$ cat config.mk
export PLATFORM = sky130hd
export DESIGN_NAME = reload_timer
export DESIGN_NICKNAME = d
export VERILOG_FILES = /design/src/include/reload_timer_pkg.sv /design/src/rtl/reload_timer.sv
export SDC_FILE = /design/constraint.sdc
export NUM_CORES = 1
export LEC_CHECK = 0
export ABC_AREA = 1
export BUFFER_PORTS_ARGS = -buffer_cell sky130_fd_sc_hd__buf_2
export CAP_MARGIN = 40
export CORE_MARGIN = 1.5
export CORE_UTILIZATION = 46
export DETAILED_ROUTE_END_ITERATION = 12
export HOLD_SLACK_MARGIN = 0.05
export PLACE_DENSITY = 0.71
export SLEW_MARGIN = 15
export SYNTH_ARGS = -nofsm -noshare
export SYNTH_HDL_FRONTEND = slang
export SYNTH_SLANG_ARGS = --single-unit
$ cat constraint.sdc
create_clock -name CORE_CLK -period 2.42 [get_ports CORE_CLK]
set_input_delay 0.484 -clock CORE_CLK [delete_from_list [all_inputs] [get_ports CORE_CLK]]
set_output_delay 0.484 -clock CORE_CLK [all_outputs]
set_load 0.01 [all_outputs]
$ cat src/include/reload_timer_pkg.sv
// Shared constants and types for the reloadable timer
package reload_timer_pkg;

  // ==========================================================
  // Register map (byte addresses, one word each)
  localparam logic [7:0] ADDR_CTRL   = 8'h00;
  localparam logic [7:0] ADDR_COUNT  = 8'h04;
  localparam logic [7:0] ADDR_RELOAD = 8'h08;
  localparam logic [7:0] ADDR_STATUS = 8'h0C;

  // ==========================================================
  // Modes and control layout
  typedef enum logic [1:0] {
    MODE_ONESHOT = 2'h0,
    MODE_CONT    = 2'h1,
    MODE_PIN     = 2'h2,
    MODE_CMP     = 2'h3
  } mode_e;

  // Control word, bit 7 down to bit 0
  typedef struct packed {
    logic       out_en;
    logic       output_polarity_bit;
    logic [2:0] prescale;
    mode_e      mode;
    logic       enable;
  } ctrl_s;

  // Status word, bit 2 down to bit 0
  typedef struct packed {
    logic out_level;
    logic in_level;
    logic running;
  } status_s;

  // Bus data phase bookkeeping
  typedef struct packed {
    logic       read;
    logic       write;
    logic [7:0] addr;
  } dphase_s;

  // ==========================================================
  // Reset values and count constants
  localparam logic [7:0]  CTRL_RST      = 8'h00;
  localparam logic [15:0] COUNT_RST     = 16'h0000;
  localparam logic [15:0] RELOAD_RST    = 16'h0000;
  localparam logic [15:0] COUNT_RESTART = 16'h0001;
  localparam logic [15:0] COUNT_TOP     = 16'hFFFF;
  localparam logic [6:0]  PRE_RST       = 7'h00;
  localparam logic [1:0]  HRESP_OKAY    = 2'h0;

endpackage

$ cat src/rtl/reload_timer.sv
// Reloadable 16-bit timer with AHB-Lite register slave
//
// Behaviour
// - One-shot: count to reload, interrupt, 0001h, stop
// - One-shot: output inverts for one cycle
// - One-shot period set by reload, start, prescale
// - Continuous: reload gives interrupt, 0001h, keeps running
// - Repeating modes toggle output at each reload
// - Start count only for first pass
// - Continuous period is reload times 2^prescale clocks
// - Pin counter counts polarity-selected pin edges
// - Counter modes bypass the prescaler
// - Pin counter reload: interrupt, 0001h, continue
// - Edge select also sets initial output level
// - Comparator counter counts selected comparator edges
// - Comparator counter reload: interrupt, 0001h, continue
// - Count value readable by software
// - Count wraps FFFFh to 0000h
// - Prescaler divides by 1 to 128
`timescale 1ns/1ns
`default_nettype none

module reload_timer (
  // Clock and reset
  input  wire logic        CORE_CLK,
  input  wire logic        SYS_RST,
  // AHB-Lite slave
  input  wire logic        HSEL,
  input  wire logic [31:0] HADDR,
  input  wire logic [1:0]  HTRANS,
  input  wire logic        HWRITE,
  input  wire logic [2:0]  HSIZE,
  input  wire logic [31:0] HWDATA,
  input  wire logic        HREADY,
  output logic      [31:0] HRDATA,
  output logic             HREADYOUT,
  output logic      [1:0]  HRESP,
  // Counted inputs, asynchronous
  input  wire logic        TMR_IN,
  input  wire logic        CMP_OUT,
  // Timer output pin and event
  output logic             TMR_OUT,
  output logic             TMR_OUT_OE,
  output logic             TMR_IRQ
);

  // ==========================================================
  // Bus slave
  reload_timer_pkg::dphase_s dph_q;
  reload_timer_pkg::dphase_s dph_d;
  logic                      rd_done_q;
  logic                      rd_done_d;
  logic [31:0]               rdata_q;
  logic [31:0]               rdata_d;
  logic                      addr_ok;
  logic                      wr_ctrl;
  logic                      wr_count;
  logic                      wr_reload;

  // Timer state
  reload_timer_pkg::ctrl_s   ctrl_q;
  reload_timer_pkg::ctrl_s   ctrl_d;
  logic [15:0]               count_q;
  logic [15:0]               count_d;
  logic [15:0]               reload_q;
  logic [15:0]               reload_d;
  logic [6:0]                pre_q;
  logic [6:0]                pre_d;
  logic                      tout_q;
  logic                      tout_d;
  logic                      out_q;
  logic                      out_d;
  logic                      irq_q;
  logic                      irq_d;
  logic                      pulse_d;

  // Input synchronisers and edge detect
  logic                      pin_s1_q;
  logic                      pin_s2_q;
  logic                      cmp_s1_q;
  logic                      cmp_s2_q;
  logic                      prev_q;
  logic                      sel_in;
  logic                      edge_det;

  // Internal timing terms
  logic                      ext_mode;
  logic [6:0]                pre_mask;
  logic                      pre_tick;
  logic                      tick;
  logic                      reload_hit;
  reload_timer_pkg::status_s status;

  // ==========================================================
  // Address phase and data phase tracking
  assign addr_ok = HSEL && HTRANS[1] && HREADY;

  always_comb begin
    dph_d = dph_q;
    if (HREADY) begin
      dph_d.read  = addr_ok && !HWRITE;
      dph_d.write = addr_ok && HWRITE;
      dph_d.addr  = HADDR[7:0];
    end
    // Reads take one wait state so read data comes from a flip-flop
    rd_done_d = dph_q.read && !rd_done_q;
  end

  always_ff @(posedge CORE_CLK) begin
    if (SYS_RST) begin
      dph_q     <= '0;
      rd_done_q <= 1'b0;
    end else begin
      dph_q     <= dph_d;
      rd_done_q <= rd_done_d;
    end
  end

  assign HREADYOUT = !(dph_q.read && !rd_done_q);
  assign HRESP     = reload_timer_pkg::HRESP_OKAY;
  assign HRDATA    = rdata_q;

  assign wr_ctrl   = dph_q.write && (dph_q.addr == reload_timer_pkg::ADDR_CTRL);
  assign wr_count  = dph_q.write && (dph_q.addr == reload_timer_pkg::ADDR_COUNT);
  assign wr_reload = dph_q.write && (dph_q.addr == reload_timer_pkg::ADDR_RELOAD);

  assign status.out_level = out_q;
  assign status.in_level  = sel_in;
  assign status.running   = ctrl_q.enable;

  // Read data, unmapped addresses read as zero
  always_comb begin
    rdata_d = rdata_q;
    if (dph_q.read && !rd_done_q) begin
      unique case (dph_q.addr)
        reload_timer_pkg::ADDR_CTRL:   rdata_d = {24'h000000, ctrl_q};
        reload_timer_pkg::ADDR_COUNT:  rdata_d = {16'h0000, count_q};
        reload_timer_pkg::ADDR_RELOAD: rdata_d = {16'h0000, reload_q};
        reload_timer_pkg::ADDR_STATUS: rdata_d = {29'h00000000, status};
        default:                       rdata_d = 32'h00000000;
      endcase
    end
  end

  always_ff @(posedge CORE_CLK) begin
    if (SYS_RST) begin
      rdata_q <= 32'h00000000;
    end else begin
      rdata_q <= rdata_d;
    end
  end

  // ==========================================================
  // Input synchronisers, selected input and edge detect
  always_ff @(posedge CORE_CLK) begin
    if (SYS_RST) begin
      pin_s1_q <= 1'b0;
      pin_s2_q <= 1'b0;
      cmp_s1_q <= 1'b0;
      cmp_s2_q <= 1'b0;
      prev_q   <= 1'b0;
    end else begin
      pin_s1_q <= TMR_IN;
      pin_s2_q <= pin_s1_q;
      cmp_s1_q <= CMP_OUT;
      cmp_s2_q <= cmp_s1_q;
      prev_q   <= sel_in;
    end
  end

  assign sel_in = (ctrl_q.mode == reload_timer_pkg::MODE_CMP) ? cmp_s2_q : pin_s2_q;

  // Polarity high counts rising edges, low counts falling edges
  assign edge_det = ctrl_q.output_polarity_bit ? (sel_in && !prev_q)
                                               : (!sel_in && prev_q);

  // ==========================================================
  // Prescaler and tick selection
  assign ext_mode = (ctrl_q.mode == reload_timer_pkg::MODE_PIN) ||
                    (ctrl_q.mode == reload_timer_pkg::MODE_CMP);
  assign pre_mask = 7'((8'h01 << ctrl_q.prescale) - 8'h01);
  assign pre_tick = (pre_q & pre_mask) == pre_mask;

  always_comb begin
    pre_d = reload_timer_pkg::PRE_RST;
    if (ctrl_q.enable && !ext_mode && !pre_tick) begin
      pre_d = pre_q + 7'h01;
    end
  end

  // Edges bypass the prescaler in both counter modes
  assign tick       = ctrl_q.enable && (ext_mode ? edge_det : pre_tick);
  assign reload_hit = tick && (count_q == reload_q);

  // ==========================================================
  // Counter, control and output next state
  always_comb begin
    ctrl_d   = ctrl_q;
    count_d  = count_q;
    reload_d = reload_q;
    tout_d   = tout_q;
    irq_d    = 1'b0;
    pulse_d  = 1'b0;
    if (reload_hit) begin
      count_d = reload_timer_pkg::COUNT_RESTART;
      irq_d   = 1'b1;
      if (ctrl_q.mode == reload_timer_pkg::MODE_ONESHOT) begin
        ctrl_d.enable = 1'b0;
        pulse_d       = 1'b1;
      end else begin
        tout_d = !tout_q;
      end
    end else if (tick) begin
      count_d = count_q + 16'h0001;
    end
    // Idle timer holds the output at the programmed start level
    if (!ctrl_q.enable) begin
      tout_d = ctrl_q.output_polarity_bit;
    end
    // Software writes take priority over the counter
    if (wr_ctrl) begin
      ctrl_d = reload_timer_pkg::ctrl_s'(HWDATA[7:0]);
    end
    if (wr_count) begin
      count_d = HWDATA[15:0];
    end
    if (wr_reload) begin
      reload_d = HWDATA[15:0];
    end
    out_d = pulse_d ? !tout_q : tout_d;
  end

  always_ff @(posedge CORE_CLK) begin
    if (SYS_RST) begin
      ctrl_q   <= reload_timer_pkg::ctrl_s'(reload_timer_pkg::CTRL_RST);
      count_q  <= reload_timer_pkg::COUNT_RST;
      reload_q <= reload_timer_pkg::RELOAD_RST;
      pre_q    <= reload_timer_pkg::PRE_RST;
      tout_q   <= 1'b0;
      out_q    <= 1'b0;
      irq_q    <= 1'b0;
    end else begin
      ctrl_q   <= ctrl_d;
      count_q  <= count_d;
      reload_q <= reload_d;
      pre_q    <= pre_d;
      tout_q   <= tout_d;
      out_q    <= out_d;
      irq_q    <= irq_d;
    end
  end

  assign TMR_OUT    = out_q;
  assign TMR_OUT_OE = ctrl_q.out_en;
  assign TMR_IRQ    = irq_q;

  logic oneshot_mode;
  assign oneshot_mode = (ctrl_q.mode == reload_timer_pkg::MODE_ONESHOT);
endmodule // reload_timer

`default_nettype wire

# After elaboration in Yosys (flattened, before gate mapping)
# Cells that the tools add are included.
[op_classes]
n_mux = 17
div_mod_pow = 0
mul = 0
bitwise = 2
n_reduce_logical = 30
n_lt_le_gt_ge = 0
addsub = 3
n_shift = 1
eq_ne = 7
[ops]
columns = ["operator", "n"]
rows = [
  ["16-bit one-hot mux with 4 select lines", 1],
  ["16-bit two-way mux", 3],
  ["16-bit by 1-bit adder with 16-bit output (second input constant)", 1],
  ["16-bit == test", 1],
  ["8-bit by 4-bit == test with 1-bit output (second input constant)", 2],
  ["1-bit logical AND", 14],
  ["1-bit two-way mux", 13],
  ["8-bit by 3-bit == test with 1-bit output (second input constant)", 1],
  ["1-bit logical NOT", 8],
  ["8-bit logical NOT", 1],
  ["7-bit by 1-bit adder with 7-bit output (second input constant)", 1],
  ["7-bit bitwise AND", 1],
  ["7-bit == test", 1],
  ["1-bit by 3-bit << shifter with 7-bit output (first input constant)", 1],
  ["7-bit by 1-bit subtractor with 7-bit output (second input constant)", 1],
  ["2-bit == test (second input constant)", 2],
  ["2-bit nonzero test", 2],
  ["3-bit nonzero test", 1],
  ["2-bit logical NOT", 1],
  ["2-bit AND reduction", 1],
  ["2-bit OR reduction", 1],
  ["1-bit logical OR", 1],
  ["1-bit NOT", 1],
]
[totals]
memories = 0
rom_bits = 0
ramBits = 0
output_inout_bits = 38
ff_bits = 98
latch_bits = 0
elab_cells = 81
in_bits = 76

# Longest topological paths before layout
[logic_depth]
word_depth = 11
depth_mapped = 14
ltp_nobuf = 13

# Worst setup path after synthesis
# No wires, ideal clock.
[synth_path]
kind = "register to register"
start = "reg dph_q[0] in the netlist's numbering"
end = "reg count_q[1]"
setup_ns = 0.128
required_time_ns = 2.292
synth_period_minus_slack_ns = 1.629
t_arrival_ns = 1.502
stages_incl_launch_ff = 11
slack_ns = 0.791
path_buffers = 2
cell_sequence = "dfxtp_1 or2_4 clkinv_4 nand4_4 or2_1 buf_6 nand2_4 buf_6 o22ai_1 a21oi_1 nor2_1"
[synth_between]
elab_chain_cells = 3
word_cells_on_any_way = 4
[synth_rtl]
columns = ["element", "line", "source"]
rows = [
  ["from (decl)", "reload_timer.sv:49", "reload_timer_pkg::dphase_s dph_q;"],
  ["from (signal assigned)", "reload_timer.sv:114", "dph_q <= dph_d;"],
  ["8-bit by 3-bit == test with 1-bit output (*)", "reload_timer.sv:124", "assign wr_count = dph_q.write && (dph_q.addr == reload_timer_pkg::ADDR_COUNT);"],
  ["1-bit logical AND (*)", "reload_timer.sv:124", ""],
  ["3-bit nonzero test (no source line) / 16-bit two-way mux (equally long branches)", "-", ""],
  ["to (signal assigned)", "reload_timer.sv:236", "count_q <= reload_timer_pkg::COUNT_RST;"],
  ["to (signal assigned)", "reload_timer.sv:244", "count_q <= count_d;"],
  ["to (decl)", "reload_timer.sv:63", "logic [15:0] count_q;"],
]
# Every way passes the cells marked *; elsewhere a longest branch is shown, timed or not.
# A chain may end at the register's enable or synchronous reset.

# Worst setup path after layout
[layout_path]
start = "reg ctrl_q[4] in the netlist's numbering"
end = "reg count_q[14]"
[layout_between]
elab_chain_cells = 9
word_cells_on_any_way = 10
[layout_rtl]
columns = ["element", "line", "source"]
rows = [
  ["from (decl)", "reload_timer.sv:61", "reload_timer_pkg::ctrl_s ctrl_q;"],
  ["from (signal assigned)", "reload_timer.sv:235", "ctrl_q <= reload_timer_pkg::ctrl_s'(reload_timer_pkg::CTRL_RST);"],
  ["from (signal assigned)", "reload_timer.sv:243", "ctrl_q <= ctrl_d;"],
  ["1-bit by 3-bit << shifter with 7-bit output (*)", "reload_timer.sv:181", "assign pre_mask = 7'((8'h01 << ctrl_q.prescale) - 8'h01);"],
  ["7-bit by 1-bit subtractor with 7-bit output (*)", "reload_timer.sv:181", ""],
  ["7-bit bitwise AND", "reload_timer.sv:182", "assign pre_tick = (pre_q & pre_mask) == pre_mask;"],
  ["7-bit == test (*)", "reload_timer.sv:182", ""],
  ["1-bit two-way mux (*)", "reload_timer.sv:192", "assign tick = ctrl_q.enable && (ext_mode ? edge_det : pre_tick);"],
  ["1-bit logical AND (*)", "reload_timer.sv:192", ""],
  ["1-bit logical AND", "reload_timer.sv:193", "assign reload_hit = tick && (count_q == reload_q);"],
  ["16-bit two-way mux", "reload_timer.sv:204", "if (reload_hit) begin"],
  ["16-bit two-way mux", "reload_timer.sv:224", "if (wr_count) begin"],
]
# Marks and branches as above.

==> results <==
- The total power divided by cell area is about 530 nW/µm².
- The number of enable flip-flop cells after synthesis is 0.
- The mapped netlist covers 4260 µm².
- In this run the tool buffered the top-level ports with just over 50 buffer cells.
- Entering global routing, the biggest net connects 59 pins.
- The post-route fraction of the period consumed by the critical path is 0.777.
- The number of warnings printed during yosys synthesis is 0.
- roughly 110 I/O pins were placed.
- In this run, CTS created clock tree buffers numbering 9.
- The instance count of the mapped netlist is approximately 610.
- The total track usage is 0.203.
- Setup repair after global routing left no endpoint under its margin.
- The number of standard-cell rows in the floorplan is 34.
- Among all flip-flop cells after synthesis, the most frequent one is dfxtp_1.
- The most frequently used cell type in the post-synthesis netlist is nand2_1.
- The die is just under 100 µm tall.
- Summed over all instances, the cell type with the most area after synthesis is dfxtp_1.
- The cell family with the largest share of critical-path delay is simple AND/OR/NAND/NOR gates.
- STA classifies the critical path startpoint as a flop.
- Timing would allow up to roughly 0.53 GHz.
- The routed length on met1 is between 4 and 5 mm.
- The tool flagged a number of max-cap violations equal to 0.
- The wire length on met2 is 4.49 mm.
- The routability-driven placement congestion ratio is between 0.8 and 0.9.
- The netlist uses 38 different library cells.
- The final wirelength is 9.59 mm.
- The number of remaining DRC errors is 0.
- The max-slew violation count is 0.
- The number of placed cells counting well taps is 750.
- The number of nets with antenna violations after routing is 0.
- Summing over every cut layer, the via total after detailed routing is ~3,900.
- The clock passes through at most 2 buffers.
- The area enclosed by the die boundary is 9850 µm².
- In the final layout, the share of cells above drive strength 1 is 0.140.
- The most numerous cell type found on the critical path is nand2_1.
- The region available for standard cell placement spans 8850 µm².
- The largest single stage delay on the critical path is 0.42 ns.
- The highest routed metal layer is met4.
- The largest fanout on the critical path is 10.
- STA puts the critical path data arrival time at between 2 and 2.5 ns.
- The clock drives a little over 80 sinks.
- The mean routed wirelength per cell is about 13 µm.
- The critical path is of the reg -> reg type.
- In this run the tightest slew margin relative to its limit is 0.592.
- The initial utilization of the core area, before any placement, comes to 0.481.
- The quantity of hold-fixing buffers added after cts is 0.
- The average vias per placed instance is about 5.
- The hold violation total from the final report is 0.
- For this run, the register share of the synthesized area comes to 0.385.
- The later pin in the worst-skew pair is clocked with a latency of 0.36 ns.
- The clock skew after layout is roughly 0.013 ns.
- The final hold slack is ~0.32 ns.
- The flow ran to the end, and the final reports show no timing, DRC or antenna violations.
- The area overhead of the layout relative to synthesis is 11.3%.
- The total overflow left after global routing is 0.
- The repair_antennas step left the layout with diodes totalling 0.
- For this run, asynchronously set or reset flops after synthesis account for 0.
- For the final routed database, the setup TNS stands at 0 ns.
- Summed over all nets, wire length on met3 after detailed routing comes to around 490 µm.
- The time the final worst path needs with I/O delays and setup is roughly 1.9 ns.
- Counting flops and latches in the post-synthesis netlist gives around 80.
- The worst min-delay path class is in -> reg.
- The tree is rooted in a clkbuf_8.
- From left edge to right edge, the die measures 99.2 µm.
- The critical path endpoint category is a flop.
- The initial antenna violation count came to 0.
- The first global-routing pass estimated ~16 mm of wire.
- The pre-antenna-repair detailed-routing pass consisted of 5 iterations.
- The number of buffer and inverter stages on the critical path is 2.
- The commonest cells after synthesis are nand2_1, inv_1, dfxtp_1, nor2_1, a21oi_1.
- The pin slew with the least headroom to its limit is just over 0.6 ns.
- TritonCTS built the clock tree.
- The number of global-route vias before repair is roughly 3,500.
- Clock-pin slew was measured on the worst setup and hold paths at 0.09 ns.
- The number of levels in the clock H-tree is 3.
- The static power due to leakage is 1.95 nW.
- Sorting the synthesized cells by area gives the leading types as dfxtp_1, nand2_1, inv_1, nor2_1, a21oi_1.
- The violation count after the first detailed-route iteration is 222.
- For this design, the slowest cell found on the critical path is dfxtp_1.
- The post-CTS resize count is 0.
- Of the post-synthesis cell area, the dominant cell type holds 0.385.
- The critical path goes through nor2_1 > inv_1 > nand2_1 > nand2_1 > nand2_1 > nand2_1 > nand2_1 > nand2_1 > clkinv_1 > nand4_1 > a21oi_1.
- IR analysis of the VDD net gives a maximum drop of between 0.3 and 0.4 mV.
- The final count of negative-setup-slack endpoints is 0.
- The net count of the finished layout is 731.
- STA puts the critical path data required time at 2.64 ns.
- In this run the post-CTS setup repair buffer count came out at 0.
- The post-route non-filler standard cell count is between 700 and 800.
- For this run, the share of the core covered by cells in the final layout is 0.536.
- The average instance in the mapped netlist occupies 7.04 µm².
- The HPWL after detailed placement is slightly below 7 mm.
[layout make-up]
cell class | count | area [µm²]
clock inverters | 4 | 51.3
multi-input cells | 399 | 2050
clock buffers | 12 | 145
repair buffers | 62 | 338
flip-flops and latches | 82 | 1640
fillers | 884 | 4110
well taps | 108 | 135
inverters | 99 | 377
[layer usage]
layer	GRT usage	up-vias
met5	0	-
met4	0.0542	0
met3	0.0534	20
met2	0.337	119
met1	0.262	1786
li1	-	2020
[cell usage in the layout (no fill, tap or decap), types with 2 or more instances in the layout]
| cell type | synthesis | routed |
|---|---|---|
| a211oi_1 | 15 | 15 |
| a21oi_1 | 46 | 46 |
| buf_2 | 4 | 51 |
| buf_4 | 18 | 11 |
| clkbuf_1 | 14 | 2 |
| clkbuf_8 | 0 | 10 |
| clkinv_1 | 2 | 2 |
| clkinv_4 | 1 | 2 |
| conb_1 | 1 | 18 |
| dfxtp_1 | 82 | 82 |
| ha_1 | 2 | 2 |
| inv_1 | 94 | 94 |
| inv_2 | 2 | 2 |
| nand2_1 | 110 | 110 |
| nand3_1 | 19 | 19 |
| nand3b_1 | 2 | 2 |
| nand4_1 | 19 | 19 |
| nor2_1 | 68 | 67 |
| nor2_2 | 2 | 3 |
| nor3_1 | 6 | 6 |
| o21ai_0 | 21 | 21 |
| o221ai_1 | 5 | 5 |
| o22ai_1 | 28 | 28 |
| or2_2 | 3 | 3 |
| xnor2_1 | 12 | 12 |
| xor2_1 | 13 | 13 |
[power by group]
| group | switching (mW) | internal (mW) | leakage [nW] | total, mW |
|---|---|---|---|---|
| sequential | 0.00984 | 1.36 | 0.663 | 1.37 |
| clock | 0.488 | 0.506 | 0.0966 | 0.994 |
| combinational | 0.106 | 0.0481 | 1.19 | 0.154 |
[logic make-up after synthesis]
| family | count (synthesis) | share of synthesized area |
|---|---|---|
| AO/OA/AOI/OAI | 118 | 0.163 |
| flip-flops | 82 | 0.385 |
| AND/OR/NAND/NOR | 236 | 0.245 |
| buffers and inverters | 141 | 0.148 |
| other | 1 | 0.000880 |
| adder cells (fa/ha/maj) | 2 | 0.00587 |
| XOR/XNOR | 25 | 0.0514 |
[metrics by stage]
| stage | cell area (µm²) | setup slack (ns) | power (mW) |
|---|---|---|---|
| floorplan | 4320 | 0.791 | 1.53 |
| global placement | 4540 | 0.593 | 1.56 |
| detailed placement | 4540 | 0.546 | 1.56 |
| CTS | 4740 | 0.537 | 2.54 |
| global route | 4740 | 0.327 | 2.63 |
| finish | 4740 | 0.539 | 2.52 |
[worst register-to-register path, stage by stage, from the launching register on]
cell	delay, ns
dfxtp_1	0.42
nor2_1	0.08
inv_1	0.06
nand2_1	0.04
nand2_1	0.05
nand2_1	0.04
nand2_1	0.09
nand2_1	0.09
nand2_1	0.21
clkinv_1	0.35
nand4_1	0.23
a21oi_1	0.08
[flip-flops by register name, indices dropped and copies added (netlist names)]
name / count
pin_s2_q: 1
pin_s1_q: 1
TMR_OUT_OE: 1
count_q: 16
TMR_OUT: 1
ctrl_q: 7
cmp_s2_q: 1
HRDATA: 16
pre_q: 7
reload_q: 16
prev_q: 1
rd_done_q: 1
TMR_IRQ: 1
cmp_s1_q: 1
tout_q: 1
dph_q: 10
[worst paths after layout]
kind         cells after the start       from     endpoint  slack [ns]
max                             11  ctrl_q[4]  count_q[14]        0.54
min                              3     TMR_IN     pin_s1_q        0.32
max reg2reg                     11  ctrl_q[4]  count_q[14]        0.54
min reg2reg                      2   pin_s1_q     pin_s2_q        0.42
No activity file was read; power rests on OpenSTA's default activity.
